--- config.mk ---
export PLATFORM = sky130hd
export DESIGN_NAME = flm_mode_ctrl
export DESIGN_NICKNAME = d
export VERILOG_FILES = /design/src/flm_pkg.sv /design/src/flm_pin_sync.sv /design/src/flm_flash_timer.sv /design/src/flm_mode_ctrl.sv
export SDC_FILE = /design/constraint.sdc
export NUM_CORES = 1
export LEC_CHECK = 0
export BUFFER_PORTS_ARGS = -buffer_cell sky130_fd_sc_hd__clkbuf_2
export CORE_AREA = 2 2 101 103
export DETAILED_ROUTE_END_ITERATION = 8
export DIE_AREA = 0 0 103 105
export PLACE_DENSITY = 0.78
export SYNTH_ARGS = -nofsm -noshare
export SYNTH_HDL_FRONTEND = slang
export SYNTH_SLANG_ARGS = --single-unit
--- constraint.sdc ---
create_clock -name core_clk -period 5.91 [get_ports core_clk]
set_clock_uncertainty 0.1 [all_clocks]
set_input_delay 1.182 -clock core_clk [delete_from_list [all_inputs] [get_ports core_clk]]
set_output_delay 1.182 -clock core_clk [all_outputs]
set_load 0.02 [all_outputs]
--- src/flm_pkg.sv ---
// shared constants and types for the flash led mode controller
package flm_pkg;

	// ==========================================
	// clock and timing
	localparam int CLK_HZ     = 40_000_000;
	localparam int TIMEOUT_MS = 820;
	localparam int STEP_US    = 54_600;
	localparam int SETTLE_US  = 50;
	localparam int TMR_W      = 26;
	localparam int SETTLE_W   = 12;

	localparam logic [TMR_W-1:0] TIMEOUT_CYC =
		TMR_W'(TIMEOUT_MS * (CLK_HZ / 1000));
	localparam logic [TMR_W-1:0] STEP_CYC =
		TMR_W'(STEP_US * (CLK_HZ / 1_000_000));
	localparam logic [SETTLE_W-1:0] SETTLE_CYC =
		SETTLE_W'(SETTLE_US * (CLK_HZ / 1_000_000));

	// ==========================================
	// register port and map
	localparam int ADDR_W = 3;
	localparam int DATA_W = 8;

	localparam logic [ADDR_W-1:0] ADDR_CUR  = 3'h0;
	localparam logic [ADDR_W-1:0] ADDR_TCTL = 3'h1;
	localparam logic [ADDR_W-1:0] ADDR_HW_FLASH_TRIGGER = 3'h2;
	localparam logic [ADDR_W-1:0] ADDR_STAT = 3'h3;
	localparam logic [ADDR_W-1:0] ADDR_IND  = 3'h4;

	// ==========================================
	// fields
	localparam int CUR_W       = 5;
	localparam int TCODE_W     = 4;
	localparam int IND_W       = 3;
	localparam int TSEL_BIT    = 4;
	localparam int SW_BIT      = 0;
	localparam int TO_FLAG_BIT = 1;

	localparam logic [CUR_W-1:0] CUR_OFF   = 5'h00;
	localparam logic [CUR_W-1:0] TORCH_MIN = 5'h01;
	localparam logic [CUR_W-1:0] TORCH_MAX = 5'h0B;
	localparam logic [CUR_W-1:0] FLASH_MIN = 5'h0C;
	localparam logic [IND_W-1:0] IND_OFF   = 3'h0;

	// ==========================================
	// operating modes
	typedef enum logic [2:0] {
		FLM_SHUTDOWN,
		FLM_STANDBY,
		FLM_INDICATOR,
		FLM_TORCH,
		FLM_FLASH
	} flm_mode_t;

endpackage

--- src/flm_pin_sync.sv ---
// three-stage synchroniser with second/third stage agreement filter
`timescale 1ns/1ps
module flm_pin_sync
(
	input  wire logic core_clk,
	input  wire logic sys_rst,
	input  wire logic pin_in,
	output logic      pin_q
);

	logic s1_reg;
	logic s2_reg;
	logic s3_reg;
	logic q_reg;

	// ==========================================
	// sync chain
	always_ff @(posedge core_clk or posedge sys_rst)
	begin
		if (sys_rst)
		begin
			s1_reg <= 1'b0;
			s2_reg <= 1'b0;
			s3_reg <= 1'b0;
		end
		else
		begin
			s1_reg <= pin_in;
			s2_reg <= s1_reg;
			s3_reg <= s2_reg;
		end
	end

	// ==========================================
	// accept only when two stages agree
	always_ff @(posedge core_clk or posedge sys_rst)
	begin
		if (sys_rst)
			q_reg <= 1'b0;
		else if (s2_reg == s3_reg)
			q_reg <= s3_reg;
	end

	assign pin_q = q_reg;

endmodule

--- src/flm_flash_timer.sv ---
// flash duration down-counter with load, hold and expiry pulse
`timescale 1ns/1ps
module flm_flash_timer
	import flm_pkg::*;
(
	input  wire logic             core_clk,
	input  wire logic             sys_rst,
	input  wire logic             start,
	input  wire logic             hold,
	input  wire logic [TMR_W-1:0] load_val,
	output logic                  busy,
	output logic                  expired
);

	logic [TMR_W-1:0] count_reg;
	logic [TMR_W-1:0] count_next;

	// ==========================================
	// counter
	always_comb
	begin
		if (start)
			count_next = load_val;
		else if (!hold)
			count_next = '0;
		else if (count_reg != '0)
			count_next = count_reg - TMR_W'(1);
		else
			count_next = count_reg;
	end

	always_ff @(posedge core_clk or posedge sys_rst)
	begin
		if (sys_rst)
			count_reg <= '0;
		else
			count_reg <= count_next;
	end

	assign busy    = (count_reg != '0);
	assign expired = hold && !start && (count_reg == TMR_W'(1));

endmodule

--- src/flm_mode_ctrl.sv ---
// mode and flash timing control of a photo-flash led driver
// Behaviour
// direct mode: activate low shuts down; enables 00/01/10/11 standby/ind/torch/flash
// every mode is reachable straight from standby
// serial mode: host arms current then triggers by pin or strobe bit
// activate low keeps power switch and both sinks off
// standby keeps logic alive, converter idle, sinks off, bus answering
// serial codes 1 to 11 are torch levels; torch resistor ignored
// torch code lights torch; code 0 or flash entry ends torch
// serial codes 12 to 31 are flash levels
// direct torch lasts while enables select torch, no limit
// direct flash lasts while selected, forced off after 820 ms
// timed flash only in serial mode, selected by timer bit 4
// timed flash starts on strobe bit write or strobe pin rise
// timed flash trigger is edge sensitive
// timed duration is 820 ms minus code times 54.6 ms
// timed expiry sets no flag; new trigger accepted at once
// serial indicator level is 3-bit code; indicator resistor ignored
// lowered flash current settles within 50 us
// interface select sampled on activate rise; 0 serial, 1 direct
// only serial mode may run indicator together with torch or flash
// untimed flash limited to 820 ms; expiry sets status bit 1
// strobe pin falling clears the strobe bit
// untimed serial flash lasts while either strobe held
// code zero leaves main led off; nothing selected means standby
`timescale 1ns/1ps
module flm_mode_ctrl
	import flm_pkg::*;
#(
	parameter logic [TMR_W-1:0] TIMEOUT_CYCLES = TIMEOUT_CYC,
	parameter logic [TMR_W-1:0] STEP_CYCLES    = STEP_CYC
)
(
	input  wire logic              core_clk,
	input  wire logic              sys_rst,
	input  wire logic              chip_activate,
	input  wire logic              interface_select,
	input  wire logic              enable_line_one,
	input  wire logic              enable_line_two,
	input  wire logic              hw_flash_trigger,
	input  wire logic [ADDR_W-1:0] bus_addr,
	input  wire logic [DATA_W-1:0] bus_wdata,
	input  wire logic              bus_wr,
	input  wire logic              bus_rd,
	output logic      [DATA_W-1:0] bus_rdata,
	output logic                   power_switch_en,
	output logic                   main_sink_en,
	output logic                   main_torch_on,
	output logic                   main_flash_on,
	output logic      [CUR_W-1:0]  main_current_code,
	output logic                   ind_sink_en,
	output logic      [IND_W-1:0]  ind_current_code,
	output logic                   use_set_resistors,
	output logic                   fast_discharge,
	output logic                   timeout_fault_flag,
	output flm_mode_t              op_mode
);

	logic                act_q;
	logic                ifsel_q;
	logic                en1_q;
	logic                en2_q;
	logic                hw_q;
	logic                act_d_reg;
	logic                hw_d_reg;
	logic                act_rise;
	logic                hw_rise;
	logic                hw_fall;
	logic                direct_reg;
	logic [CUR_W-1:0]    cur_reg;
	logic                tsel_reg;
	logic [TCODE_W-1:0]  tcode_reg;
	logic                sw_bit_reg;
	logic [IND_W-1:0]    ind_reg;
	logic                to_flag_reg;
	logic                dir_block_reg;
	logic                flash_reg;
	logic                flash_next;
	logic                flash_start;
	logic                torch_reg;
	logic                torch_next;
	logic                ind_on_reg;
	logic                ind_next;
	logic [CUR_W-1:0]    code_reg;
	logic [IND_W-1:0]    ind_code_reg;
	flm_mode_t           mode_reg;
	flm_mode_t           mode_next;
	logic [DATA_W-1:0]   rdata_reg;
	logic [DATA_W-1:0]   rd_val;
	logic [SETTLE_W-1:0] settle_reg;
	logic                wr_ok;
	logic                wr_cur;
	logic                wr_tctl;
	logic                wr_hw_flash_trigger;
	logic                wr_ind;
	logic                sw_trig;
	logic                flash_armed;
	logic                torch_code;
	logic                timed;
	logic                tmr_busy;
	logic                tmr_expired;
	logic [TMR_W-1:0]    step_mul;
	logic [TMR_W-1:0]    tmr_load;

	// ==========================================
	// pin synchronisers
	flm_pin_sync u_sync_act (
		.core_clk (core_clk),
		.sys_rst  (sys_rst),
		.pin_in   (chip_activate),
		.pin_q    (act_q)
	);
	flm_pin_sync u_sync_ifsel (
		.core_clk (core_clk),
		.sys_rst  (sys_rst),
		.pin_in   (interface_select),
		.pin_q    (ifsel_q)
	);
	flm_pin_sync u_sync_en1 (
		.core_clk (core_clk),
		.sys_rst  (sys_rst),
		.pin_in   (enable_line_one),
		.pin_q    (en1_q)
	);
	flm_pin_sync u_sync_en2 (
		.core_clk (core_clk),
		.sys_rst  (sys_rst),
		.pin_in   (enable_line_two),
		.pin_q    (en2_q)
	);
	flm_pin_sync u_sync_hw (
		.core_clk (core_clk),
		.sys_rst  (sys_rst),
		.pin_in   (hw_flash_trigger),
		.pin_q    (hw_q)
	);

	// ==========================================
	// edges and interface select capture
	always_ff @(posedge core_clk or posedge sys_rst)
	begin
		if (sys_rst)
		begin
			act_d_reg <= 1'b0;
			hw_d_reg  <= 1'b0;
		end
		else
		begin
			act_d_reg <= act_q;
			hw_d_reg  <= hw_q;
		end
	end

	assign act_rise = act_q && !act_d_reg;
	assign hw_rise  = hw_q && !hw_d_reg;
	assign hw_fall  = !hw_q && hw_d_reg;

	always_ff @(posedge core_clk or posedge sys_rst)
	begin
		if (sys_rst)
			direct_reg <= 1'b0;
		else if (act_rise)
			direct_reg <= ifsel_q;
	end

	// ==========================================
	// register writes
	assign wr_ok   = bus_wr && act_q && !direct_reg;
	assign wr_cur  = wr_ok && (bus_addr == ADDR_CUR);
	assign wr_tctl = wr_ok && (bus_addr == ADDR_TCTL);
	assign wr_hw_flash_trigger = wr_ok && (bus_addr == ADDR_HW_FLASH_TRIGGER);
	assign wr_ind  = wr_ok && (bus_addr == ADDR_IND);
	assign sw_trig = wr_hw_flash_trigger && bus_wdata[SW_BIT];

	always_ff @(posedge core_clk or posedge sys_rst)
	begin
		if (sys_rst)
		begin
			cur_reg   <= CUR_OFF;
			tsel_reg  <= 1'b0;
			tcode_reg <= '0;
			ind_reg   <= IND_OFF;
		end
		else if (!act_q)
		begin
			cur_reg   <= CUR_OFF;
			tsel_reg  <= 1'b0;
			tcode_reg <= '0;
			ind_reg   <= IND_OFF;
		end
		else
		begin
			if (wr_cur)
				cur_reg <= bus_wdata[CUR_W-1:0];
			if (wr_tctl)
			begin
				tsel_reg  <= bus_wdata[TSEL_BIT];
				tcode_reg <= bus_wdata[TCODE_W-1:0];
			end
			if (wr_ind)
				ind_reg <= bus_wdata[IND_W-1:0];
		end
	end

	// software strobe bit: a write that sets wins over a pin fall
	always_ff @(posedge core_clk or posedge sys_rst)
	begin
		if (sys_rst)
			sw_bit_reg <= 1'b0;
		else if (!act_q)
			sw_bit_reg <= 1'b0;
		else if (wr_hw_flash_trigger)
			sw_bit_reg <= bus_wdata[SW_BIT];
		else if (hw_fall && !direct_reg)
			sw_bit_reg <= 1'b0;
	end

	// ==========================================
	// flash timer
	assign timed       = tsel_reg && !direct_reg;
	assign flash_armed = (cur_reg >= FLASH_MIN);
	assign torch_code  = (cur_reg >= TORCH_MIN) && (cur_reg <= TORCH_MAX);
	assign step_mul    = STEP_CYCLES * TMR_W'(tcode_reg);
	assign tmr_load    = timed ? (TIMEOUT_CYCLES - step_mul) : TIMEOUT_CYCLES;

	flm_flash_timer u_timer (
		.core_clk (core_clk),
		.sys_rst  (sys_rst),
		.start    (flash_start),
		.hold     (flash_reg),
		.load_val (tmr_load),
		.busy     (tmr_busy),
		.expired  (tmr_expired)
	);

	// ==========================================
	// flash decision
	always_comb
	begin
		flash_start = 1'b0;
		flash_next  = 1'b0;
		if (direct_reg)
		begin
			flash_start = !flash_reg && en2_q && en1_q && !to_flag_reg && !dir_block_reg;
			flash_next  = flash_start || (flash_reg && en2_q && en1_q && !tmr_expired);
		end
		else
		begin
			flash_start = !flash_reg && flash_armed && !to_flag_reg && (sw_trig || hw_rise);
			flash_next  = flash_start || (flash_reg && flash_armed && !tmr_expired
				&& (timed || sw_bit_reg || hw_q));
		end
		flash_next  = flash_next && act_q;
		flash_start = flash_start && act_q;
	end

	// timeout fault flag: set on untimed expiry; activate low clears first, set wins over the other clears
	always_ff @(posedge core_clk or posedge sys_rst)
	begin
		if (sys_rst)
			to_flag_reg <= 1'b0;
		else if (!act_q)
			to_flag_reg <= 1'b0;
		else if (flash_reg && tmr_expired && !timed)
			to_flag_reg <= 1'b1;
		else if (wr_cur && (bus_wdata[CUR_W-1:0] == CUR_OFF))
			to_flag_reg <= 1'b0;
		else if (direct_reg && !en1_q && !en2_q)
			to_flag_reg <= 1'b0;
	end

	// direct flash block: set on time-out, cleared when enable one drops or activate goes low
	always_ff @(posedge core_clk or posedge sys_rst)
	begin
		if (sys_rst)
			dir_block_reg <= 1'b0;
		else if (!act_q || !en1_q)
			dir_block_reg <= 1'b0;
		else if (direct_reg && flash_reg && tmr_expired)
			dir_block_reg <= 1'b1;
	end

	// ==========================================
	// torch, indicator and mode
	always_comb
	begin
		if (direct_reg)
		begin
			torch_next = en2_q && !en1_q;
			ind_next   = en1_q && !en2_q;
		end
		else
		begin
			torch_next = torch_code;
			ind_next   = (ind_reg != IND_OFF);
		end
		torch_next = torch_next && act_q && !flash_next;
		ind_next   = ind_next && act_q;
		if (!act_q)
			mode_next = FLM_SHUTDOWN;
		else if (flash_next)
			mode_next = FLM_FLASH;
		else if (torch_next)
			mode_next = FLM_TORCH;
		else if (ind_next)
			mode_next = FLM_INDICATOR;
		else
			mode_next = FLM_STANDBY;
	end

	always_ff @(posedge core_clk or posedge sys_rst)
	begin
		if (sys_rst)
		begin
			flash_reg    <= 1'b0;
			torch_reg    <= 1'b0;
			ind_on_reg   <= 1'b0;
			code_reg     <= CUR_OFF;
			ind_code_reg <= IND_OFF;
			mode_reg     <= FLM_SHUTDOWN;
		end
		else
		begin
			flash_reg    <= flash_next;
			torch_reg    <= torch_next;
			ind_on_reg   <= ind_next;
			code_reg     <= (!direct_reg && (flash_next || torch_next)) ? cur_reg : CUR_OFF;
			ind_code_reg <= (!direct_reg && ind_next) ? ind_reg : IND_OFF;
			mode_reg     <= mode_next;
		end
	end

	// ==========================================
	// fast current reduction window
	always_ff @(posedge core_clk or posedge sys_rst)
	begin
		if (sys_rst)
			settle_reg <= '0;
		else if (flash_reg && wr_cur && (bus_wdata[CUR_W-1:0] < cur_reg)
			&& (bus_wdata[CUR_W-1:0] >= FLASH_MIN))
			settle_reg <= SETTLE_CYC;
		else if (settle_reg != '0)
			settle_reg <= settle_reg - SETTLE_W'(1);
	end

	// ==========================================
	// register read
	always_comb
	begin
		rd_val = '0;
		case (bus_addr)
			ADDR_CUR:  rd_val[CUR_W-1:0] = cur_reg;
			ADDR_TCTL:
			begin
				rd_val[TSEL_BIT]      = tsel_reg;
				rd_val[TCODE_W-1:0]   = tcode_reg;
			end
			ADDR_HW_FLASH_TRIGGER: rd_val[SW_BIT] = sw_bit_reg;
			ADDR_STAT: rd_val[TO_FLAG_BIT] = to_flag_reg;
			ADDR_IND:  rd_val[IND_W-1:0] = ind_reg;
			default:   rd_val = '0;
		endcase
	end

	always_ff @(posedge core_clk or posedge sys_rst)
	begin
		if (sys_rst)
			rdata_reg <= '0;
		else if (bus_rd)
			rdata_reg <= rd_val;
		else
			rdata_reg <= '0;
	end

	// ==========================================
	// outputs
	assign bus_rdata          = rdata_reg;
	assign power_switch_en    = flash_reg || torch_reg;
	assign main_sink_en       = flash_reg || torch_reg;
	assign main_torch_on      = torch_reg;
	assign main_flash_on      = flash_reg;
	assign main_current_code  = code_reg;
	assign ind_sink_en        = ind_on_reg;
	assign ind_current_code   = ind_code_reg;
	assign use_set_resistors  = direct_reg;
	assign fast_discharge     = (settle_reg != '0);
	assign timeout_fault_flag = to_flag_reg;
	assign op_mode            = mode_reg;

	// ==========================================
	// checks
	a_shutdown_sinks_off: assert property (@(posedge core_clk) disable iff (sys_rst)
		!act_q |=> !power_switch_en && !main_sink_en && !ind_sink_en)
		else $error("outputs on while activate low");

	a_standby_all_idle: assert property (@(posedge core_clk) disable iff (sys_rst)
		op_mode == FLM_STANDBY |-> !power_switch_en && !ind_sink_en && !main_flash_on)
		else $error("standby with converter or sink active");

	a_direct_torch_sel: assert property (@(posedge core_clk) disable iff (sys_rst)
		act_q && direct_reg && en2_q && !en1_q |=> main_torch_on && !main_flash_on)
		else $error("direct torch decode wrong");

	a_pin_fall_clear: assert property (@(posedge core_clk) disable iff (sys_rst)
		act_q && !direct_reg && hw_fall && !wr_hw_flash_trigger |=> !sw_bit_reg)
		else $error("strobe bit not cleared on pin fall");

	a_untimed_to_flag: assert property (@(posedge core_clk) disable iff (sys_rst)
		act_q && flash_reg && tmr_expired && !timed |=> to_flag_reg && !main_flash_on)
		else $error("untimed expiry did not set flag");

	a_timed_no_flag: assert property (@(posedge core_clk) disable iff (sys_rst)
		act_q && flash_reg && tmr_expired && timed && !to_flag_reg
		|=> !to_flag_reg && !main_flash_on)
		else $error("timed expiry flagged or flash kept");

	a_serial_torch_code: assert property (@(posedge core_clk) disable iff (sys_rst)
		act_q && !direct_reg && torch_code && !flash_next
		|=> main_torch_on && main_current_code == $past(cur_reg))
		else $error("torch code not applied");

	a_flash_ends_torch: assert property (@(posedge core_clk) disable iff (sys_rst)
		main_flash_on |-> !main_torch_on)
		else $error("torch and flash together");

	a_select_capture: assert property (@(posedge core_clk) disable iff (sys_rst)
		act_rise |=> direct_reg == $past(ifsel_q) ##1 $stable(direct_reg))
		else $error("interface select not captured");

endmodule

==> summary.md, run 1 <==
| Metric | Value |
|---|---|
| Maximum root-to-sink buffer count | `2` |
| DRC Markers | `0` |
| Number of synthesized flops with an enable pin | `0` |
| Final Max Tran Viols | `0` |
| DR iter-0 viols | `290` |
| Placed insts | `750` |
| CP Launch Type | `flip-flop` |
| Ys async rst share | `1.00` |
| CP Class | `flip-flop to flip-flop` |
| Sequential Area | `2380 um2` |
| Die area | `10800 um2` |
| Data arrival time of the critical path | `4.46 ns` |
| Main synth FF type | `dfrtp_1` |
| Hpwl dp | `~9000 um` |
| Filler instances | `812` |
| Area Overhead vs Synth | `8.75%` |
| Reg2Reg Depth | `12` |
| Clk_lat worst skew | `between 0.3 and 0.4 ns` |
| Logic pwr share | `0.304` |
| Initial Util | `0.587` |
| Share of cells above drive strength 1 | `0.133` |
| Hold Slack | `0.262 ns` |
| Worst VDD drop | `178 uV` |
| Core Rows | `36` |
| Leak Pwr | `~2.9 nW` |
| Non-filler cells, final | `between 700 and 800` |
| N_diodes | `0` |
| RSZ-0062 raised after global routing | `false` |
| Yosys reg bits | `95` |
| Worst-path clk slew | `0.11 ns` |
| RePlAce Congestion | `around 0.9` |
| M1 WL | `5430 um` |
| Post-Layout Inst Area | `6160 um2` |
| Switching power total | `between 0.6 and 0.7 mW` |
| Top cell type's share of synthesized area | `0.420` |
| Fin. Hold Viols | `0` |
| Status | `finished, final reports clean` |
| PD cells | `293 nW/um2` |
| Tmin final | `4.24 ns` |
| # Max-Cap Violations | `0` |
| Synth Instances | `594` |
| Post-synth top area cell | `dfrtp_1` |
| Antenna violations before repair | `0` |
| Mapped Avg Cell Area | `9.53 um2` |
| Most frequent cell after synthesis | `dfrtp_1` |
| Footprint of the multi-input gates | `3060 um2` |
| Drt pass-1 iters | `5` |
| Net count, final | `a little under 700` |
| Setup bufs post-CTS | `0` |
| Routed WL per cell | `16.4 um` |
| Post-synth cell types | `roughly 70` |
| Clock share of power | `0.259` |
| Ranking of synthesized cells by area | `dfrtp_1, ha_1, nor2_1, xnor2_1, xor2_1` |
| CP Data Required Time | `6.13 ns` |
| Total GRT Usage | `0.248` |
| Area of the core | `just under 10000 um2` |
| Cell area after synthesis | `roughly 5700 um2` |
| Commonest cells in the netlist | `dfrtp_1, nor2_1, nand2_1` |
| Worst hold path cell count | `0` |
| Hold buffers post-CTS | `0` |
| Largest net degree at the start of global routing | `88` |
| Setup crit end kind | `flip-flop` |
| Number of global-route vias before repair | `~4500` |
| Hold crit path type | `flip-flop to flip-flop` |
| PortBufs | `40` |
| Vias per inst | `5.89` |
| Met3 WL post-DR | `approximately 600 um` |
| First-pass GRT wire length | `21200 um` |
| CTS tree | `yes` |
| Total negative slack | `0 ns` |
| Antenna viol nets, final | `0` |
| Worst-Margin Slew | `1.10 ns` |
| Max Clk Rate | `0.236 GHz` |
| Fin crit share | `0.718` |
| Root buf cell | `clkbuf_8` |
| Met2 wire len | `6320 um` |
| CTS buffer count | `9` |
| H-Tree Depth | `3` |
| Final setup viols | `0` |
| Die Height | `105 um` |
| Die Span X | `103 um` |
| Worst Path Max Fanout | `11` |
| PostCTS Resize Cnt | `0` |
| Register area share after synthesis | `0.420` |
| Ys Warns | `0` |
| Number of top-level pins | `47` |
| Max-slew headroom | `0.258` |
| Final core utilization | `0.639` |
| Post-Route WL | `~13000 um` |
| Top routing layer used | `met4` |
| Largest register FFs | `26` |
| Placed cell area | `5940 um2` |
| Net Sw Frac | `0.362` |
| Int Power | `roughly 1.1 mW` |
| Clock sinks | `95` |
| Sequential power share | `0.437` |
| GRT Residual Overflow | `0` |
| Via count | `4511` |
==> area by class of cell <==
type / instances / share of cell area
Inverter: 30 / 0.0185
Timing Repair Buffer: 43 / 0.0362
Clock buffer: 9 / 0.0201
Multi-Input combinational cell: 449 / 0.497
Sequential cell: 95 / 0.386
Tap cell: 133 / 0.0270
Clock inverter: 7 / 0.0154
==> metal layers <==
layer  track usage  vias to the layer above
met2         0.406                      125
met3        0.0455                       21
li1              -                     2142
met4        0.0771                        0
met1         0.334                     2223
met5             0                        -
==> power groups by stage <==
stage | clock network (mW) | logic, mW | registers, mW
detailed placement | 0 | 0.539 | 0.796
global route | 0.499 | 0.606 | 0.796
finish | 0.467 | 0.548 | 0.787
global placement | 0 | 0.523 | 0.793
CTS | 0.474 | 0.545 | 0.785
floorplan | 0 | 0.439 | 0.782
==> worst max-delay path, cell delays in order, from the launching register on <==
cell	delay (ns)
dfrtp_1	0.54
ha_1	0.43
ha_1	0.30
ha_1	0.22
fa_1	0.43
a211oi_1	0.33
nor2_1	0.12
xor2_1	0.41
a311oi_2	0.23
a311o_1	0.45
a21boi_2	0.18
mux2_1	0.34
nor2_1	0.12
==> final timing paths <==
path	start	end	slack, ns
max	tcode_reg[1]	u_timer.count_reg[23]	1.67
min	u_sync_ifsel.s1_reg	u_sync_ifsel.s2_reg	0.26
max reg2reg	tcode_reg[1]	u_timer.count_reg[23]	1.67
min reg2reg	u_sync_ifsel.s1_reg	u_sync_ifsel.s2_reg	0.26
max in group asynchronous	sys_rst	tcode_reg[2]	3.86
min in group asynchronous	sys_rst	u_timer.count_reg[15]	0.55
==> stage by stage <==
step	power [mW]	worst slack [ns]
2_1_floorplan	1.22	2.07
3_3_place_gp	1.32	1.80
3_5_place_dp	1.34	1.73
4_1_cts	1.80	1.71
5_1_grt	1.90	1.44
6_report	1.80	1.67
==> cell families after synthesis <==
kind of cell | Yosys count | share of synthesized area
fa+ha+maj | 36 | 0.0787
compound gates | 118 | 0.141
buf+inv | 52 | 0.0413
other cells | 1 | 0.000662
xor+xnor | 46 | 0.0712
mux | 16 | 0.0287
flops | 95 | 0.420
simple gates | 230 | 0.219
==> cells in the final DEF, fill, tap and decap left out, types with 4 or more instances in the layout <==
cell type	instances
nand3_1	17
nand4_1	7
nor3_1	18
a21boi_0	6
nor2b_1	17
clkbuf_8	9
ha_1	30
and2_1	11
a31oi_1	6
dfrtp_1	95
a21o_1	6
clkbuf_2	40
o21ai_0	20
nor2_1	63
inv_1	29
o211ai_1	10
a22oi_1	5
xor2_1	19
a21oi_1	33
or2_2	5
mux2i_1	14
maj3_1	5
xnor2_1	27
and3_1	4
a211oi_1	6
nand2b_1	11
nand2_1	40
nor4_1	10
No activity file was read; power rests on OpenSTA's default activity.
==> run 2, diff against run 1 <==
- clock period: 5.91 -> 4.3 ns (I/O delays scaled with it)
==> run 2 against run 1 <==
Compared with the run above:
- register-to-register slack got worse by 1.4 ns
- maximum frequency rose by 4.3%
- critical path depth rose by 2
- cell area rose by 0.57%
- sequential cell count did not move
- worst hold slack got worse by 0.011 ns
- first-iteration DRC count fell by 16%
- non-clock buffer count rose by 7
- die area did not move
- utilization rose by 0.36 points
- critical path type unchanged
- critical endpoint unchanged
- largest cell class unchanged
==> summary.md, run 2 (same netlist as run 1, synthesis figures left out) <==
| Metric | Value |
|---|---|
| Critical path origin | `tcode_reg[1]` |
| Min-delay src | `u_sync_ifsel.s1_reg` |
| Hold buffers post-CTS | `0 (unchanged)` |
| Status | `finished, final reports clean` |
| Final Max Tran Viols | `0 (unchanged)` |
| Core Rows | `36 (unchanged)` |
| Die Height | `105 um (unchanged)` |
| Antenna viol nets, final | `0 (unchanged)` |
| Max Clk Rate | `0.246 GHz (+4.3%)` |
| Hold crit path type | `flip-flop to flip-flop` |
| Max incr delay on CP | `0.51 ns (-0.03 ns)` |
| Post-Route WL | `12300 um (-1.8%)` |
| Worst-path clk slew | `0.10 ns (about the same)` |
| Commonest non-fill, non-tap cells in the layout | `dfrtp_1, nor2_1, nand2_1, clkbuf_2, a21oi_1` |
| PD cells | `392 nW/um2 (+34%)` |
| Drt pass-1 iters | `5 (unchanged)` |
| Leak Pwr | `2.90 nW (+0.89%)` |
| Routed WL per cell | `16.0 um (-2.7%)` |
| Worst VDD drop | `329 uV (+85%)` |
| Data arrival time of the critical path | `4.28 ns (-0.18 ns)` |
| RSZ-0062 raised after global routing | `false` |
| Critical-path cell list | `ha_1 -> xnor2_1 -> inv_1 -> ha_1 -> or2_2 -> ha_1 -> a21oi_1 -> a21o_1 -> or4_4 -> and2_1 -> a311o_1 -> a21boi_2 -> mux2_1 -> nor2_1` |
| Placed cell area | `5990 um2 (+0.88%)` |
| CP Class | `flip-flop to flip-flop` |
| Net count, final | `686 (+1.0%)` |
| CP most frequent cell | `ha_1` |
| Largest register FFs | `26 (unchanged)` |
| Via count | `4495 (-0.35%)` |
| Antenna violations before repair | `0 (unchanged)` |
| H-Tree Depth | `3 (unchanged)` |
| Total negative slack | `0 ns (unchanged)` |
| Fin crit share | `0.946 (+0.228)` |
| First-pass GRT wire length | `20800 um (-2.0%)` |
| Post-Layout Inst Area | `6190 um2 (+0.57%)` |
| Vias per inst | `5.82 (-1.3%)` |
| CP Data Required Time | `4.51 ns (-1.62 ns)` |
| Setup crit end kind | `flip-flop` |
| Reg2reg start | `tcode_reg[1]` |
| Number of top-level pins | `47 (unchanged)` |
| Max-slew headroom | `0.337 (+0.0791)` |
| Initial Util | `0.587 (unchanged)` |
| Clk_lat worst skew | `0.38 ns (about the same)` |
| Worst hold path cell count | `0 (unchanged)` |
| # Max-Cap Violations | `0 (unchanged)` |
| Tmin final | `4.07 ns (-0.176 ns)` |
| CTS buffer count | `9 (unchanged)` |
| Maximum root-to-sink buffer count | `2 (unchanged)` |
| CTS tree | `yes` |
| Fin. Hold Viols | `0 (unchanged)` |
| Total GRT Usage | `0.242 (-0.00619)` |
| Largest net degree at the start of global routing | `56 (-36%)` |
| DRC Markers | `0 (unchanged)` |
| Area of the core | `9640 um2 (unchanged)` |
| GRT Residual Overflow | `0 (unchanged)` |
| PostCTS Resize Cnt | `0 (unchanged)` |
| Die area | `10800 um2 (unchanged)` |
| Hpwl dp | `9110 um (+1.1%)` |
| Root buf cell | `clkbuf_8` |
| Worst Path Max Fanout | `7 (-4)` |
| Share of cells above drive strength 1 | `0.142 (+0.00949)` |
| CP Launch Type | `flip-flop` |
| Area Overhead vs Synth | `9.37%` |
| Slowest CP cell | `or4_4` |
| Most common cell after layout, fill and taps aside | `dfrtp_1` |
| Number of global-route vias before repair | `4434 (-1.6%)` |
| DR iter-0 viols | `245 (-16%)` |
| Die Span X | `103 um (unchanged)` |
| Clock sinks | `95 (unchanged)` |
| Reg2Reg Depth | `14 (+2)` |
| Setup bufs post-CTS | `0 (unchanged)` |
| RePlAce Congestion | `0.898 (+0.50%)` |
| Worst-Margin Slew | `0.995 ns (-0.108 ns)` |
| Final setup viols | `0 (unchanged)` |
| PortBufs | `40 (unchanged)` |
| N_diodes | `0 (unchanged)` |
==> run 2: cell count changes in the layout (fill, tap and decap cells not counted) <==
cell and delta:
buf_4 +7, bufinv_16 -1, clkbuf_8 +1, clkinvlp_4 +1, inv_6 -1
==> run 2: stage by stage <==
| stage | setup WS [ns] | util | power (mW) | hold slack (ns) | cells |
|---|---|---|---|---|---|
| finish | 0.233 | 0.642 | 2.43 | 0.251 | 773 |
| global route | 0.0644 | 0.642 | 2.57 | 0.268 | 773 |
| CTS | 0.270 | 0.642 | 2.43 | 0.259 | 773 |
| detailed placement | 0.330 | 0.621 | 1.84 | 0.236 | 757 |
| global placement | 0.390 | 0.621 | 1.81 | 0.234 | 757 |
| floorplan | 0.463 | - | 1.68 | 0.231 | 596 |
==> run 2: area by class of cell <==
class / instances / area, um2
inverter: 30 / 114
tap: 133 / 166
clock buffer: 10 / 138
timing repair buffer: 50 / 275
fill: 796 / 3450
multi-input combinational: 449 / 3060
sequential: 95 / 2380
clock inverter: 6 / 63.8
==> run 2: routing by layer <==
| layer | global-route usage | wire length [um] | up-vias |
|---|---|---|---|
| li1 | - | - | 2158 |
| met1 | 0.325 | 5330 | 2180 |
| met2 | 0.394 | 6130 | 132 |
| met3 | 0.0468 | 635 | 25 |
| met4 | 0.0761 | 241 | 0 |
| met5 | 0 | 0 | - |
==> run 2: worst max-delay path: cells and delay by family (launching register included) <==
| family | cells | cell delay, ns |
|---|---|---|
| AO/OA/AOI/OAI | 4 | 0.81 |
| XOR/XNOR | 1 | 0.27 |
| adder cells (fa/ha/maj) | 3 | 0.76 |
| buffers and inverters | 1 | 0.13 |
| flip-flops | 1 | 0.49 |
| multiplexers | 1 | 0.33 |
| AND/OR/NAND/NOR | 4 | 1.12 |
==> run 2: final timing paths <==
path / endpoint / slack [ns]
min in group asynchronous: u_timer.count_reg[11] / 0.53
hold reg to reg: u_sync_ifsel.s2_reg / 0.25
max in group asynchronous: main_current_code[2] / 2.73
setup reg to reg: u_timer.count_reg[23] / 0.23
setup / recovery: u_timer.count_reg[23] / 0.23
hold / removal: u_sync_ifsel.s2_reg / 0.25
==> run 2: where the power goes <==
part / total, mW / switching, mW / leakage (nW) / internal (mW)
Sequential: 1.08 / 0.102 / 1.22 / 0.978
Combinational: 0.751 / 0.434 / 1.58 / 0.317
Clock: 0.595 / 0.353 / 0.0997 / 0.242
